File: src/sr_gate_pkg.sv
// constants for the rectifier gate timing block
// assumes a single 100 MHz core clock; all times are converted here
package sr_gate_pkg;

	// =========================================================
	// clock and widths
	localparam int CLK_PERIOD_NS = 10;
	localparam int CNT_W         = 12;
	localparam int RATIO_W       = 7;
	localparam int TRIM_W        = 8;
	localparam int DLY_W         = 5;
	localparam int SENSE_N       = 5;

	// =========================================================
	// times as specified, and their cycle counts
	localparam int MAX_ON_US      = 40;
	localparam int MAX_ON_CYC     = (MAX_ON_US * 1000) / CLK_PERIOD_NS;
	localparam int SUBH_STEP_NS   = 500;
	localparam int SUBH_STEP_CYC  =
		(SUBH_STEP_NS + CLK_PERIOD_NS - 1) / CLK_PERIOD_NS;
	localparam int DEAD_TARGET_NS = 800;
	localparam int DEAD_TARGET_CYC = DEAD_TARGET_NS / CLK_PERIOD_NS;
	localparam int FAST_ON_NS     = 70;
	localparam int FAST_ON_CYC    =
		(FAST_ON_NS + CLK_PERIOD_NS - 1) / CLK_PERIOD_NS;
	localparam int SLOW_ON_NS     = 200;
	localparam int SLOW_ON_CYC    =
		(SLOW_ON_NS + CLK_PERIOD_NS - 1) / CLK_PERIOD_NS;

	// =========================================================
	// prediction ratios in percent, and the trim step in cycles
	localparam int RATIO_NORM = 66;
	localparam int RATIO_SUB  = 15;
	localparam int RATIO_STEP = 5;
	localparam int PERCENT    = 100;
	localparam int TRIM_STEP  = 1;

	// =========================================================
	// sense bit positions
	localparam int S_WAKE     = 0;
	localparam int S_LOCKOUT  = 1;
	localparam int S_DRN_LOW  = 2;
	localparam int S_DRN_OFF  = 3;
	localparam int S_PRI_ON   = 4;

	// gray coded along lockout->idle->delay->on->blank
	typedef enum logic [2:0] {
		ST_LOCKOUT = 3'h0,
		ST_IDLE    = 3'h1,
		ST_DELAY   = 3'h3,
		ST_ON      = 3'h2,
		ST_BLANK   = 3'h6
	} gate_state_t;

endpackage

File: src/sense_if.sv
// synchronised comparator levels passed from synchroniser to core
// assumes both ends run on the same core clock
`timescale 1ns/1ns
interface sense_if;
	logic supply_wake_level;
	logic supply_lockout_level;
	logic drain_low;
	logic drain_off;
	logic primary_on;

	modport producer (
		output supply_wake_level,
		output supply_lockout_level,
		output drain_low,
		output drain_off,
		output primary_on
	);
	modport consumer (
		input supply_wake_level,
		input supply_lockout_level,
		input drain_low,
		input drain_off,
		input primary_on
	);
endinterface

File: src/sense_sync.sv
// two-flop synchronisers for the asynchronous comparator inputs
// assumes raw inputs may change at any time relative to ref_clk
`timescale 1ns/1ns
module sense_sync #(
	parameter int N = sr_gate_pkg::SENSE_N
) (
	// clock and reset
	input  wire logic         ref_clk,
	input  wire logic         reset,
	// raw comparator levels
	input  wire logic [N-1:0] raw,
	// synchronised levels
	sense_if.producer         sense
);
	typedef struct packed {
		logic [N-1:0] stage1;
		logic [N-1:0] stage2;
	} sync_state_t;

	sync_state_t s;
	sync_state_t next_s;

	// =========================================================
	// first stage only feeds the second
	always_comb begin
		next_s        = s;
		next_s.stage1 = raw;
		next_s.stage2 = s.stage1;
	end

	always_ff @(posedge ref_clk or posedge reset) begin
		if (reset) begin
			s <= '0;
		end else begin
			s <= next_s;
		end
	end

	assign sense.supply_wake_level    = s.stage2[sr_gate_pkg::S_WAKE];
	assign sense.supply_lockout_level = s.stage2[sr_gate_pkg::S_LOCKOUT];
	assign sense.drain_low            = s.stage2[sr_gate_pkg::S_DRN_LOW];
	assign sense.drain_off            = s.stage2[sr_gate_pkg::S_DRN_OFF];
	assign sense.primary_on           = s.stage2[sr_gate_pkg::S_PRI_ON];
endmodule

File: src/sr_gate_ctrl.sv
// rectifier_switch gate timing: lockout, threshold on/off, ccm prediction
// assumes comparator outputs arrive asynchronously; one core clock
`timescale 1ns/1ns
module sr_gate_ctrl #(
	parameter int MAX_ON  = sr_gate_pkg::MAX_ON_CYC,
	parameter int DLY_FST = sr_gate_pkg::FAST_ON_CYC,
	parameter int DLY_SLW = sr_gate_pkg::SLOW_ON_CYC
) (
	// clock and reset
	input  wire logic ref_clk,
	input  wire logic reset,
	// supply comparators
	input  wire logic supply_wake_level,
	input  wire logic supply_lockout_level,
	// drain comparators
	input  wire logic turn_on_threshold,
	input  wire logic turn_off_threshold,
	input  wire logic primary_on,
	// line and load indication: high selects the slow turn-on delay
	input  wire logic slow_delay_sel,
	// gate drive and sub-harmonic flag
	output logic      rectifier_switch,
	output logic      sub_harmonic
);
	localparam int CW = sr_gate_pkg::CNT_W;
	localparam int RW = sr_gate_pkg::RATIO_W;
	localparam int TW = sr_gate_pkg::TRIM_W;
	localparam int DW = sr_gate_pkg::DLY_W;
	localparam int PW = CW + RW + 1;

	localparam logic [CW-1:0] CNT_MAX  = '1;
	localparam logic [CW-1:0] ON_LIM   = CW'(MAX_ON - 1);
	localparam logic [CW-1:0] SUBH     = CW'(sr_gate_pkg::SUBH_STEP_CYC);
	localparam logic [TW-1:0] DEAD_TGT = TW'(sr_gate_pkg::DEAD_TARGET_CYC);
	localparam logic [TW-1:0] TRIM_MAX = '1;
	localparam logic [TW-1:0] TSTEP    = TW'(sr_gate_pkg::TRIM_STEP);
	localparam logic [RW-1:0] R_NORM   = RW'(sr_gate_pkg::RATIO_NORM);
	localparam logic [RW-1:0] R_SUB    = RW'(sr_gate_pkg::RATIO_SUB);
	localparam logic [RW-1:0] R_STEP   = RW'(sr_gate_pkg::RATIO_STEP);
	localparam logic [PW-1:0] PCT      = PW'(sr_gate_pkg::PERCENT);
	localparam logic [DW-1:0] D_FAST   = DW'(DLY_FST);
	localparam logic [DW-1:0] D_SLOW   = DW'(DLY_SLW);

	typedef struct packed {
		sr_gate_pkg::gate_state_t state;
		logic          gate;
		logic          subh;
		logic [DW-1:0] dly;
		logic [CW-1:0] on_cnt;
		logic [CW-1:0] demag_cnt;
		logic [CW-1:0] demag_last;
		logic          demag_run;
		logic          ccm;
		logic [CW-1:0] pri_cnt;
		logic [CW-1:0] pri_prev;
		logic          pri_last;
		logic [RW-1:0] ratio;
		logic [TW-1:0] trim;
		logic [TW-1:0] dead_cnt;
		logic          dead_run;
	} ctrl_state_t;

	ctrl_state_t s;
	ctrl_state_t next_s;

	logic [PW-1:0] pred_prod;
	logic [PW-1:0] pred_lim;
	logic [DW-1:0] dly_target;
	logic          pri_rise;
	logic          pri_fall;
	logic          off_now;

	// =========================================================
	// synchronisers
	sense_if sense ();

	sense_sync #(
		.N(sr_gate_pkg::SENSE_N)
	) u_sync (
		.ref_clk(ref_clk),
		.reset  (reset),
		.raw    ({primary_on, turn_off_threshold, turn_on_threshold,
		          supply_lockout_level, supply_wake_level}),
		.sense  (sense.producer)
	);

	// =========================================================
	// prediction limit; divide by a constant, cheap enough here
	always_comb begin
		pred_prod = PW'(s.demag_last) * PW'(s.ratio);
		pred_lim  = pred_prod / PCT + PW'(s.trim);
		dly_target = slow_delay_sel ? D_SLOW : D_FAST;
		pri_rise  = sense.primary_on & ~s.pri_last;
		pri_fall  = ~sense.primary_on & s.pri_last;
		// threshold off is masked for trim cycles after turn-on
		off_now   = (sense.drain_off && ({{(TW){1'b0}}, s.on_cnt} >=
		             {{(CW){1'b0}}, s.trim}))
		            || sense.primary_on
		            || (s.on_cnt >= ON_LIM)
		            || (s.ccm && PW'(s.on_cnt) >= pred_lim);
	end

	// =========================================================
	// next state
	always_comb begin
		next_s          = s;
		next_s.pri_last = sense.primary_on;

		// primary on-time and sub-harmonic detection
		if (sense.primary_on && s.pri_cnt != CNT_MAX) begin
			next_s.pri_cnt = s.pri_cnt + 1'b1;
		end
		if (pri_fall) begin
			next_s.pri_prev = s.pri_cnt;
			next_s.pri_cnt  = '0;
			// no earlier pulse after reset, so nothing to compare against
			if (s.pri_prev != '0 &&
			    {1'b0, s.pri_cnt} >= {1'b0, s.pri_prev} + {1'b0, SUBH}) begin
				next_s.ratio = R_SUB;
				next_s.subh  = 1'b1;
			end else if (s.ratio < R_NORM) begin
				// climb back one step per switching cycle
				next_s.ratio = (R_NORM - s.ratio > R_STEP) ?
					s.ratio + R_STEP : R_NORM;
				next_s.subh  = 1'b0;
			end else begin
				next_s.subh  = 1'b0;
			end
		end

		// demagnetization timing
		if (s.demag_run) begin
			if (s.demag_cnt != CNT_MAX) begin
				next_s.demag_cnt = s.demag_cnt + 1'b1;
			end
			if (pri_rise) begin
				// cut short by primary turn-on: continuous conduction
				next_s.demag_last = s.demag_cnt;
				next_s.demag_run  = 1'b0;
				next_s.ccm        = 1'b1;
			end else if (s.state == sr_gate_pkg::ST_BLANK &&
			             sense.drain_off) begin
				next_s.demag_run = 1'b0;
				next_s.ccm       = 1'b0;
			end
		end

		// dead time from gate off to primary turn-on
		if (s.dead_run) begin
			if (s.dead_cnt != TRIM_MAX) begin
				next_s.dead_cnt = s.dead_cnt + 1'b1;
			end
			if (pri_rise) begin
				next_s.dead_run = 1'b0;
				if (s.dead_cnt > DEAD_TGT && s.trim != TRIM_MAX) begin
					next_s.trim = s.trim + TSTEP;
				end else if (s.dead_cnt < DEAD_TGT && s.trim != '0) begin
					next_s.trim = s.trim - TSTEP;
				end
			end else if (!s.demag_run) begin
				next_s.dead_run = 1'b0;
			end
		end

		case (s.state)
			sr_gate_pkg::ST_LOCKOUT: begin
				next_s.gate = 1'b0;
				if (sense.supply_wake_level) begin
					next_s.state = sr_gate_pkg::ST_IDLE;
				end
			end
			sr_gate_pkg::ST_IDLE: begin
				if (sense.drain_low && !sense.primary_on) begin
					next_s.state     = sr_gate_pkg::ST_DELAY;
					next_s.dly       = '0;
					next_s.demag_run = 1'b1;
					next_s.demag_cnt = '0;
				end
			end
			sr_gate_pkg::ST_DELAY: begin
				// a glitch that clears before the delay is ignored
				if (!sense.drain_low || sense.primary_on) begin
					next_s.state = sr_gate_pkg::ST_BLANK;
				end else if (s.dly + 1'b1 >= dly_target) begin
					next_s.state  = sr_gate_pkg::ST_ON;
					next_s.gate   = 1'b1;
					next_s.on_cnt = '0;
				end else begin
					next_s.dly = s.dly + 1'b1;
				end
			end
			sr_gate_pkg::ST_ON: begin
				next_s.on_cnt = s.on_cnt + 1'b1;
				if (off_now) begin
					next_s.gate     = 1'b0;
					next_s.state    = sr_gate_pkg::ST_BLANK;
					next_s.dead_run = 1'b1;
					next_s.dead_cnt = '0;
				end
			end
			sr_gate_pkg::ST_BLANK: begin
				if (!next_s.demag_run) begin
					next_s.state = sr_gate_pkg::ST_IDLE;
				end
			end
			default: begin
				next_s.state = sr_gate_pkg::ST_LOCKOUT;
				next_s.gate  = 1'b0;
			end
		endcase

		// lockout overrides the state, the gate, both timers and ccm; sub_harmonic and ratio keep updating, trim holds as dead_run is cleared
		if (sense.supply_lockout_level) begin
			next_s.state     = sr_gate_pkg::ST_LOCKOUT;
			next_s.gate      = 1'b0;
			next_s.demag_run = 1'b0;
			next_s.dead_run  = 1'b0;
			next_s.ccm       = 1'b0;
		end
	end

	always_ff @(posedge ref_clk or posedge reset) begin
		if (reset) begin
			s       <= '0;
			s.state <= sr_gate_pkg::ST_LOCKOUT;
			s.ratio <= R_NORM;
		end else begin
			s <= next_s;
		end
	end

	assign rectifier_switch = s.gate;
	assign sub_harmonic     = s.subh;
endmodule

File: config.mk
export PLATFORM = sky130hd
export DESIGN_NAME = sr_gate_ctrl
export DESIGN_NICKNAME = d
export VERILOG_FILES = /design/src/sr_gate_pkg.sv /design/src/sense_if.sv /design/src/sense_sync.sv /design/src/sr_gate_ctrl.sv
export SDC_FILE = /design/constraint.sdc
export NUM_CORES = 1
export LEC_CHECK = 0
export ABC_AREA = 1
export BUFFER_PORTS_ARGS = -buffer_cell sky130_fd_sc_hd__buf_2
export CORE_ASPECT_RATIO = 0.5
export CORE_MARGIN = 2
export CORE_UTILIZATION = 49
export DETAILED_ROUTE_END_ITERATION = 10
export HOLD_SLACK_MARGIN = 0.12
export RECOVER_POWER = 100
export SKIP_LAST_GASP = 1
export SYNTH_ARGS = -nofsm -noshare
export SYNTH_HDL_FRONTEND = slang
export SYNTH_HIERARCHICAL = 1
export SYNTH_SLANG_ARGS = --single-unit
export TNS_END_PERCENT = 20
File: constraint.sdc
create_clock -name ref_clk -period 25.9 [get_ports ref_clk]
set_clock_uncertainty 0.1 [all_clocks]
set_input_delay 2.59 -clock ref_clk [delete_from_list [all_inputs] [get_ports ref_clk]]
set_output_delay 2.59 -clock ref_clk [all_outputs]
set_load 0.01 [all_outputs]
==> impl_metrics.env, run 1 <==
export IMPL_antenna_cells=0
export IMPL_grt_use_met3_pct=2.62
export IMPL_min_path_cells=0
export IMPL_nNetsFinal=1802
export IMPL_die_area_um2=25000
export IMPL_grt_max_degree=64
export IMPL_ctsHoldBuffers=0
export IMPL_crit_required_ps=26080
export IMPL_multi_input_area_um2=7410
export IMPL_io_buffer_count=9
export IMPL_synth_area_um2=11600
export IMPL_grt_overflow=0
export IMPL_htreeDepth=3
export IMPL_drc_errors=0
export IMPL_dp_hpwl_um=20700
export IMPL_grt_pass1_wl_um=44300
export IMPL_violations="max-capacitance violations, max-slew violations"
export IMPL_min_period_ps=15250
export IMPL_ant_nets=0
export IMPL_syn_nets=1808
export IMPL_drt_iter0_markers=508
export IMPL_use_met1_pct=31.4
export IMPL_n_fill_cell=2292
export IMPL_drive_above_1_share_pct=8.84
export IMPL_rsz0062_at_grt="false"
export IMPL_rr_worst_depth=95
export IMPL_die_h_um=113
export IMPL_rows=39
export IMPL_synth_seq_cells=107
export IMPL_core_area_um2=23000
export IMPL_crit_slowest_cell="dfrtp_1"
export IMPL_clk_latency_ps=350
export IMPL_slew_headroom_pct=-121
export IMPL_yosysTopAreaCell="dfrtp_1"
export IMPL_cp_end_kind="register"
export IMPL_setup_viol=0
export IMPL_vias_per_cell=5.08
export IMPL_place_inst=1943
export IMPL_seq_area_um2=2680
export IMPL_cts_tree="built"
export IMPL_stdcell_count=1959
export IMPL_crit_cells=95
export IMPL_post_cts_resized=0
export IMPL_antenna_found_initial=0
export IMPL_synthDominantCellAreaShare_pct=22.6
export IMPL_hold_viol=0
export IMPL_async_flop_share_pct=100
export IMPL_use_met2_pct=34.2
export IMPL_max_stage_delay_ps=780
export IMPL_initial_core_util_pct=50.4
export IMPL_clk_path_buf_depth=2
export IMPL_yosys_warnings=6
export IMPL_vias=9943
export IMPL_slew_violations=100
export IMPL_root_buffer="clkbuf_16"
export IMPL_yosysSeqAreaShare_pct=23.1
export IMPL_grt_pass1_vias=9434
export IMPL_crit_family="simple AND/OR/NAND/NOR gates"
export IMPL_synthToLayoutAreaGrowth_pct=4.71
export IMPL_synthTopCellsByArea="dfrtp_1 23%, nand2_1 12%, inv_1 11%, ha_1 10%, fa_1 8.8%"
export IMPL_busiest_layer="met2"
export IMPL_path_common_cell="nand2_1"
export IMPL_avgSynthCellArea_um2=7.02
export IMPL_tns_ps=0
export IMPL_gp_congestion=0.881
export IMPL_routedWlPerCell_um=13.0
export IMPL_period_share_pct=58.9
export IMPL_cp_num_buf_inv=7
export IMPL_dr_pass1_iters=5
export IMPL_path_max_fanout=17
export IMPL_io_pins=10
export IMPL_worst_hold_path_type="register to register"
export IMPL_drt_total_wl_um=25400
export IMPL_grt_total_usage_pct=21.3
export IMPL_critPathKind="register to register"
export IMPL_status="finished, violations left"
export IMPL_die_x_um=222
export IMPL_tightest_slew_ps=3320
export IMPL_cts_clk_slew_worst_paths_ps=70
export IMPL_synth_edf_count=0
export IMPL_synthCells=1653
export IMPL_post_cts_buffers=0
export IMPL_ys_flop_type="dfrtp_1"
export IMPL_cts_buffers=9
export IMPL_fmax_mhz=65.6
export IMPL_max_cap_violations=2
export IMPL_cp_arrival_ps=15430
export IMPL_synth_cell_type_count=55
export IMPL_start_kind="register"
export IMPL_clock_sinks=107
==> worst paths after layout <==
check                                      startpoint                                 to  slack [ps]
min in group asynchronous                       reset  u_sync/sense.primary_on$_DFF_PP0_        2100
setup / recovery                    s[19]$_DFFE_PP0P_                     s[0]$_DFF_PP0_       10650
max in group asynchronous                       reset                  s[83]$_DFFE_PP0P_       19450
hold / removal             u_sync/next_s[4]$_DFF_PP0_  u_sync/sense.primary_on$_DFF_PP0_         250
hold reg to reg            u_sync/next_s[4]$_DFF_PP0_  u_sync/sense.primary_on$_DFF_PP0_         250
setup reg to reg                    s[19]$_DFFE_PP0P_                     s[0]$_DFF_PP0_       10650
==> metal layers <==
| layer | vias up | share of wire [%] |
|---|---|---|
| met5 | - | 0 |
| met4 | 0 | 0.67 |
| met3 | 12 | 4.1 |
| met2 | 136 | 42 |
| met1 | 4621 | 53 |
| li1 | 5174 | - |
==> cell usage in the layout (no fill, tap or decap), types with 18 or more instances in the layout <==
master / n
a21oi_1: 71
dfrtp_1: 105
fa_1: 51
ha_1: 96
inv_1: 329
inv_2: 24
nand2_1: 386
nand2_2: 48
nand2_4: 18
nand3_1: 80
nand4_1: 33
nor2_1: 107
nor3_1: 21
o21ai_0: 88
xor2_1: 36
==> cell usage after synthesis, types with 2 or more instances <==
library cell,instances
nand2_1,378
inv_1,330
nor2_1,106
dfrtp_1,105
ha_1,96
o21ai_0,86
nand3_1,79
a21oi_1,71
nand2_2,53
fa_1,51
xor2_1,36
nand4_1,32
inv_2,25
clkbuf_1,23
nand2_4,21
nor3_1,21
o21ai_1,18
xnor2_1,15
nand3_2,12
a31oi_1,8
nor2_4,7
nor4_1,7
a211oi_1,5
nor2_2,5
o21a_1,5
clkbuf_2,4
o21bai_1,4
o22ai_1,4
a21boi_0,3
a41oi_1,3
clkinv_1,3
nand3b_1,3
nand4_2,3
o2111ai_1,3
o31ai_1,3
a21o_1,2
a31o_2,2
and2_1,2
dfstp_2,2
o211ai_1,2
==> layout make-up <==
type / instances / share of cell area, %
repair buffers: 11 / 0.391
well taps: 307 / 3.16
clock inverters: 6 / 0.463
flip-flops and latches: 107 / 22.1
clock buffers: 10 / 1.88
multi-input cells: 1160 / 61.0
inverters: 358 / 11.1
==> kinds of logic (layout without fill, tap and decap cells) <==
group,Yosys count,count (layout),synth area share (%)
adders and majority gates,147,147,19.1
and+or+nand+nor,736,736,30.4
buffers and inverters,386,385,12.6
DFF,107,107,23.1
xor gates and xnor gates,51,51,3.85
AOI/OAI and AO/OA,224,224,10.7
muxes,2,2,0.183
==> stage by stage <==
step | hold WS, ps | worst slack (ps) | area, um^2 | utilization [%]
finish | 250 | 10650 | 12200 | 52.8
global route | 258 | 8760 | 12200 | 52.8
CTS | 252 | 11920 | 12200 | 53.1
detailed placement | 235 | 11970 | 11900 | 51.8
global placement | 234 | 12390 | 11900 | 51.8
floorplan | 231 | 13600 | 11600 | -
==> state kept, by name, indices dropped and copies added, names as in the netlist <==
register                           cells
s                                     95
u_sync/next_s                          5
rectifier_switch                       1
sub_harmonic                           1
u_sync/sense.drain_low                 1
u_sync/sense.drain_off                 1
u_sync/sense.primary_on                1
u_sync/sense.supply_lockout_level      1
u_sync/sense.supply_wake_level         1
Power of run 1 is left out: the tool's default activity adds up to more than one toggle a clock period on the data nets, which glitch-free logic cannot reach.
==> inputs of run 2 (changes only) <==
--- a/config.mk
+++ b/config.mk
@@ -12,6 +12,7 @@
 export CORE_UTILIZATION = 49
 export DETAILED_ROUTE_END_ITERATION = 10
 export HOLD_SLACK_MARGIN = 0.12
+export PLACE_DENSITY = 0.67
 export RECOVER_POWER = 100
 export SKIP_LAST_GASP = 1
 export SYNTH_ARGS = -nofsm -noshare
==> constraint.sdc (replaced) <==
create_clock -name ref_clk -period 13.8 [get_ports ref_clk]
set_clock_uncertainty 0.1 [all_clocks]
set_input_delay 1.38 -clock ref_clk [delete_from_list [all_inputs] [get_ports ref_clk]]
set_output_delay 1.38 -clock ref_clk [all_outputs]
set_load 0.01 [all_outputs]
==> run 2 against run 1 <==
The run still ends with max-capacitance violations, max-slew violations left; cell area up 8.7%; hold slack got worse by 1.9 ps; count of clock-buffer cells in the layout rose by 2; global-route usage decreased by 0.14 points.
==> impl_metrics.env, run 2 (synthesized netlist as in run 1, its figures left out) <==
export IMPL_max_cap_violations=1
export IMPL_gp_congestion=0.866
export IMPL_clock_sinks=107
export IMPL_io_pins=10
export IMPL_vias=10500
export IMPL_cp_end_kind="register"
export IMPL_layout_commonest_cell="nand2_1"
export IMPL_clk_path_buf_depth=2
export IMPL_grt_overflow=0
export IMPL_cts_clk_slew_worst_paths_ps=70
export IMPL_dp_hpwl_um=20300
export IMPL_ant_nets=0
export IMPL_tns_ps=0
export IMPL_n_fill_cell=2096
export IMPL_start_kind="register"
export IMPL_cts_buffers=9
export IMPL_routedWlPerCell_um=13.5
export IMPL_largest_register_ffs=95
export IMPL_antenna_cells=0
export IMPL_grt_total_usage_pct=21.1
export IMPL_status="finished, violations left"
export IMPL_tightest_slew_ps=3700
export IMPL_fmax_mhz=75.7
export IMPL_root_buffer="clkbuf_16"
export IMPL_slew_headroom_pct=-146
export IMPL_grt_pass1_wl_um=44600
export IMPL_core_area_um2=23000
export IMPL_drive_above_1_share_pct=17.2
export IMPL_regMostFlops="s"
export IMPL_violations="max-capacitance violations, max-slew violations"
export IMPL_design_area_um2=13200
export IMPL_initial_core_util_pct=50.4
export IMPL_critPathKind="register to register"
export IMPL_crit_slowest_cell="dfstp_4"
export IMPL_path_common_cell="nand2_2"
export IMPL_die_x_um=222
export IMPL_dr_pass1_iters=5
export IMPL_hold_viol=0
export IMPL_cp_arrival_ps=13340
export IMPL_final_cell_mix="352 x nand2_1, 326 x inv_1, 99 x dfrtp_1"
export IMPL_io_buffer_count=9
export IMPL_rows=39
export IMPL_vias_per_cell=5.22
export IMPL_placed_area_um2=12000
export IMPL_setup_viol=0
export IMPL_die_area_um2=25000
export IMPL_slew_violations=69
export IMPL_grt_max_degree=69
export IMPL_worst_hold_path_type="register to register"
export IMPL_max_stage_delay_ps=670
export IMPL_cts_tree="built"
export IMPL_drt_iter0_markers=667
export IMPL_drt_total_wl_um=27200
export IMPL_path_max_fanout=8
export IMPL_drc_errors=0
export IMPL_antenna_found_initial=0
export IMPL_nNetsFinal=1855
export IMPL_synthToLayoutAreaGrowth_pct=13.9
export IMPL_period_share_pct=95.8
export IMPL_clk_latency_ps=350
export IMPL_htreeDepth=3
export IMPL_grt_pass1_vias=9691
export IMPL_crit_required_ps=13930
export IMPL_die_h_um=113
export IMPL_ctsHoldBuffers=0
export IMPL_min_period_ps=13210
-- run 2: cell count changes in the layout (fill, tap and decap cells not counted), sizes merged --
| cell | before | now |
|---|---|---|
| clkinv | 5 | 4 |
| clkbuf | 16 | 19 |
| clkinvlp | 2 | 1 |
| buf | 5 | 57 |
| inv | 357 | 355 |
| bufinv | 0 | 1 |
-- run 2: cell type report --
class	instances	area, um^2	share of cell area [%]
well taps	307	384	2.91
inverters	358	1350	10.2
repair buffers	64	457	3.46
clock buffers	12	236	1.79
flip-flops and latches	107	2700	20.4
multi-input cells	1160	8050	61.0
clock inverters	3	40.0	0.303
-- run 2: metal layers --
layer / share of wire, % / track usage (%) / up-vias
met2: 45 / 34.1 / 256
met1: 49 / 31.2 / 4913
met3: 4.4 / 1.51 / 38
li1: - / - / 5288
met4: 1.5 / 4.86 / 0
met5: 0 / 0 / -
-- run 2: through the flow --
step | setup slack, ps | std cells | hold WS (ps) | utilization, %
after global placement | 395 | 1945 | 237 | 51.9
after global routing | -229 | 2011 | 253 | 57.4
after floorplan | 1500 | 1653 | 231 | -
final | 585 | 2011 | 248 | 57.4
after CTS | 73.8 | 1960 | 250 | 53.2
after detailed placement | -26.9 | 1945 | 236 | 51.9
-- run 2: worst paths after layout --
check / start / endpoint / slack (ps) / depth (start not counted)
max: s[23]$_DFFE_PP1P_ / s[95]$_DFFE_PP0P_ / 590 / 98
min: u_sync/next_s[1]$_DFF_PP0_ / u_sync/sense.supply_lockout_level$_DFF_PP0_ / 250 / 0
max reg2reg: s[23]$_DFFE_PP1P_ / s[95]$_DFFE_PP0P_ / 590 / 98
min reg2reg: u_sync/next_s[1]$_DFF_PP0_ / u_sync/sense.supply_lockout_level$_DFF_PP0_ / 250 / 0
max in group asynchronous: reset / s[20]$_DFFE_PP0P_ / 7810 / 3
min in group asynchronous: reset / u_sync/next_s[2]$_DFF_PP0_ / 900 / 2
-- run 2: repair_timing --
action                                  CTS  global route
pin swaps                                 0            70
endpoints found under the setup margin    2            13
hold endpoints to repair                  0             0
buffers inserted                          0            51
gates resized for setup                   5           134
-- run 2: critical path, delay by kind of cell (launching register included) --
family                   cells  cell delay (ps)
AO/OA/AOI/OAI               10             1340
XOR/XNOR                     1              160
adder cells (fa/ha/maj)      8             3210
buffers and inverters       10              910
flip-flops                   1              670
AND/OR/NAND/NOR             69             6670
Power of run 2 is left out for the same reason.
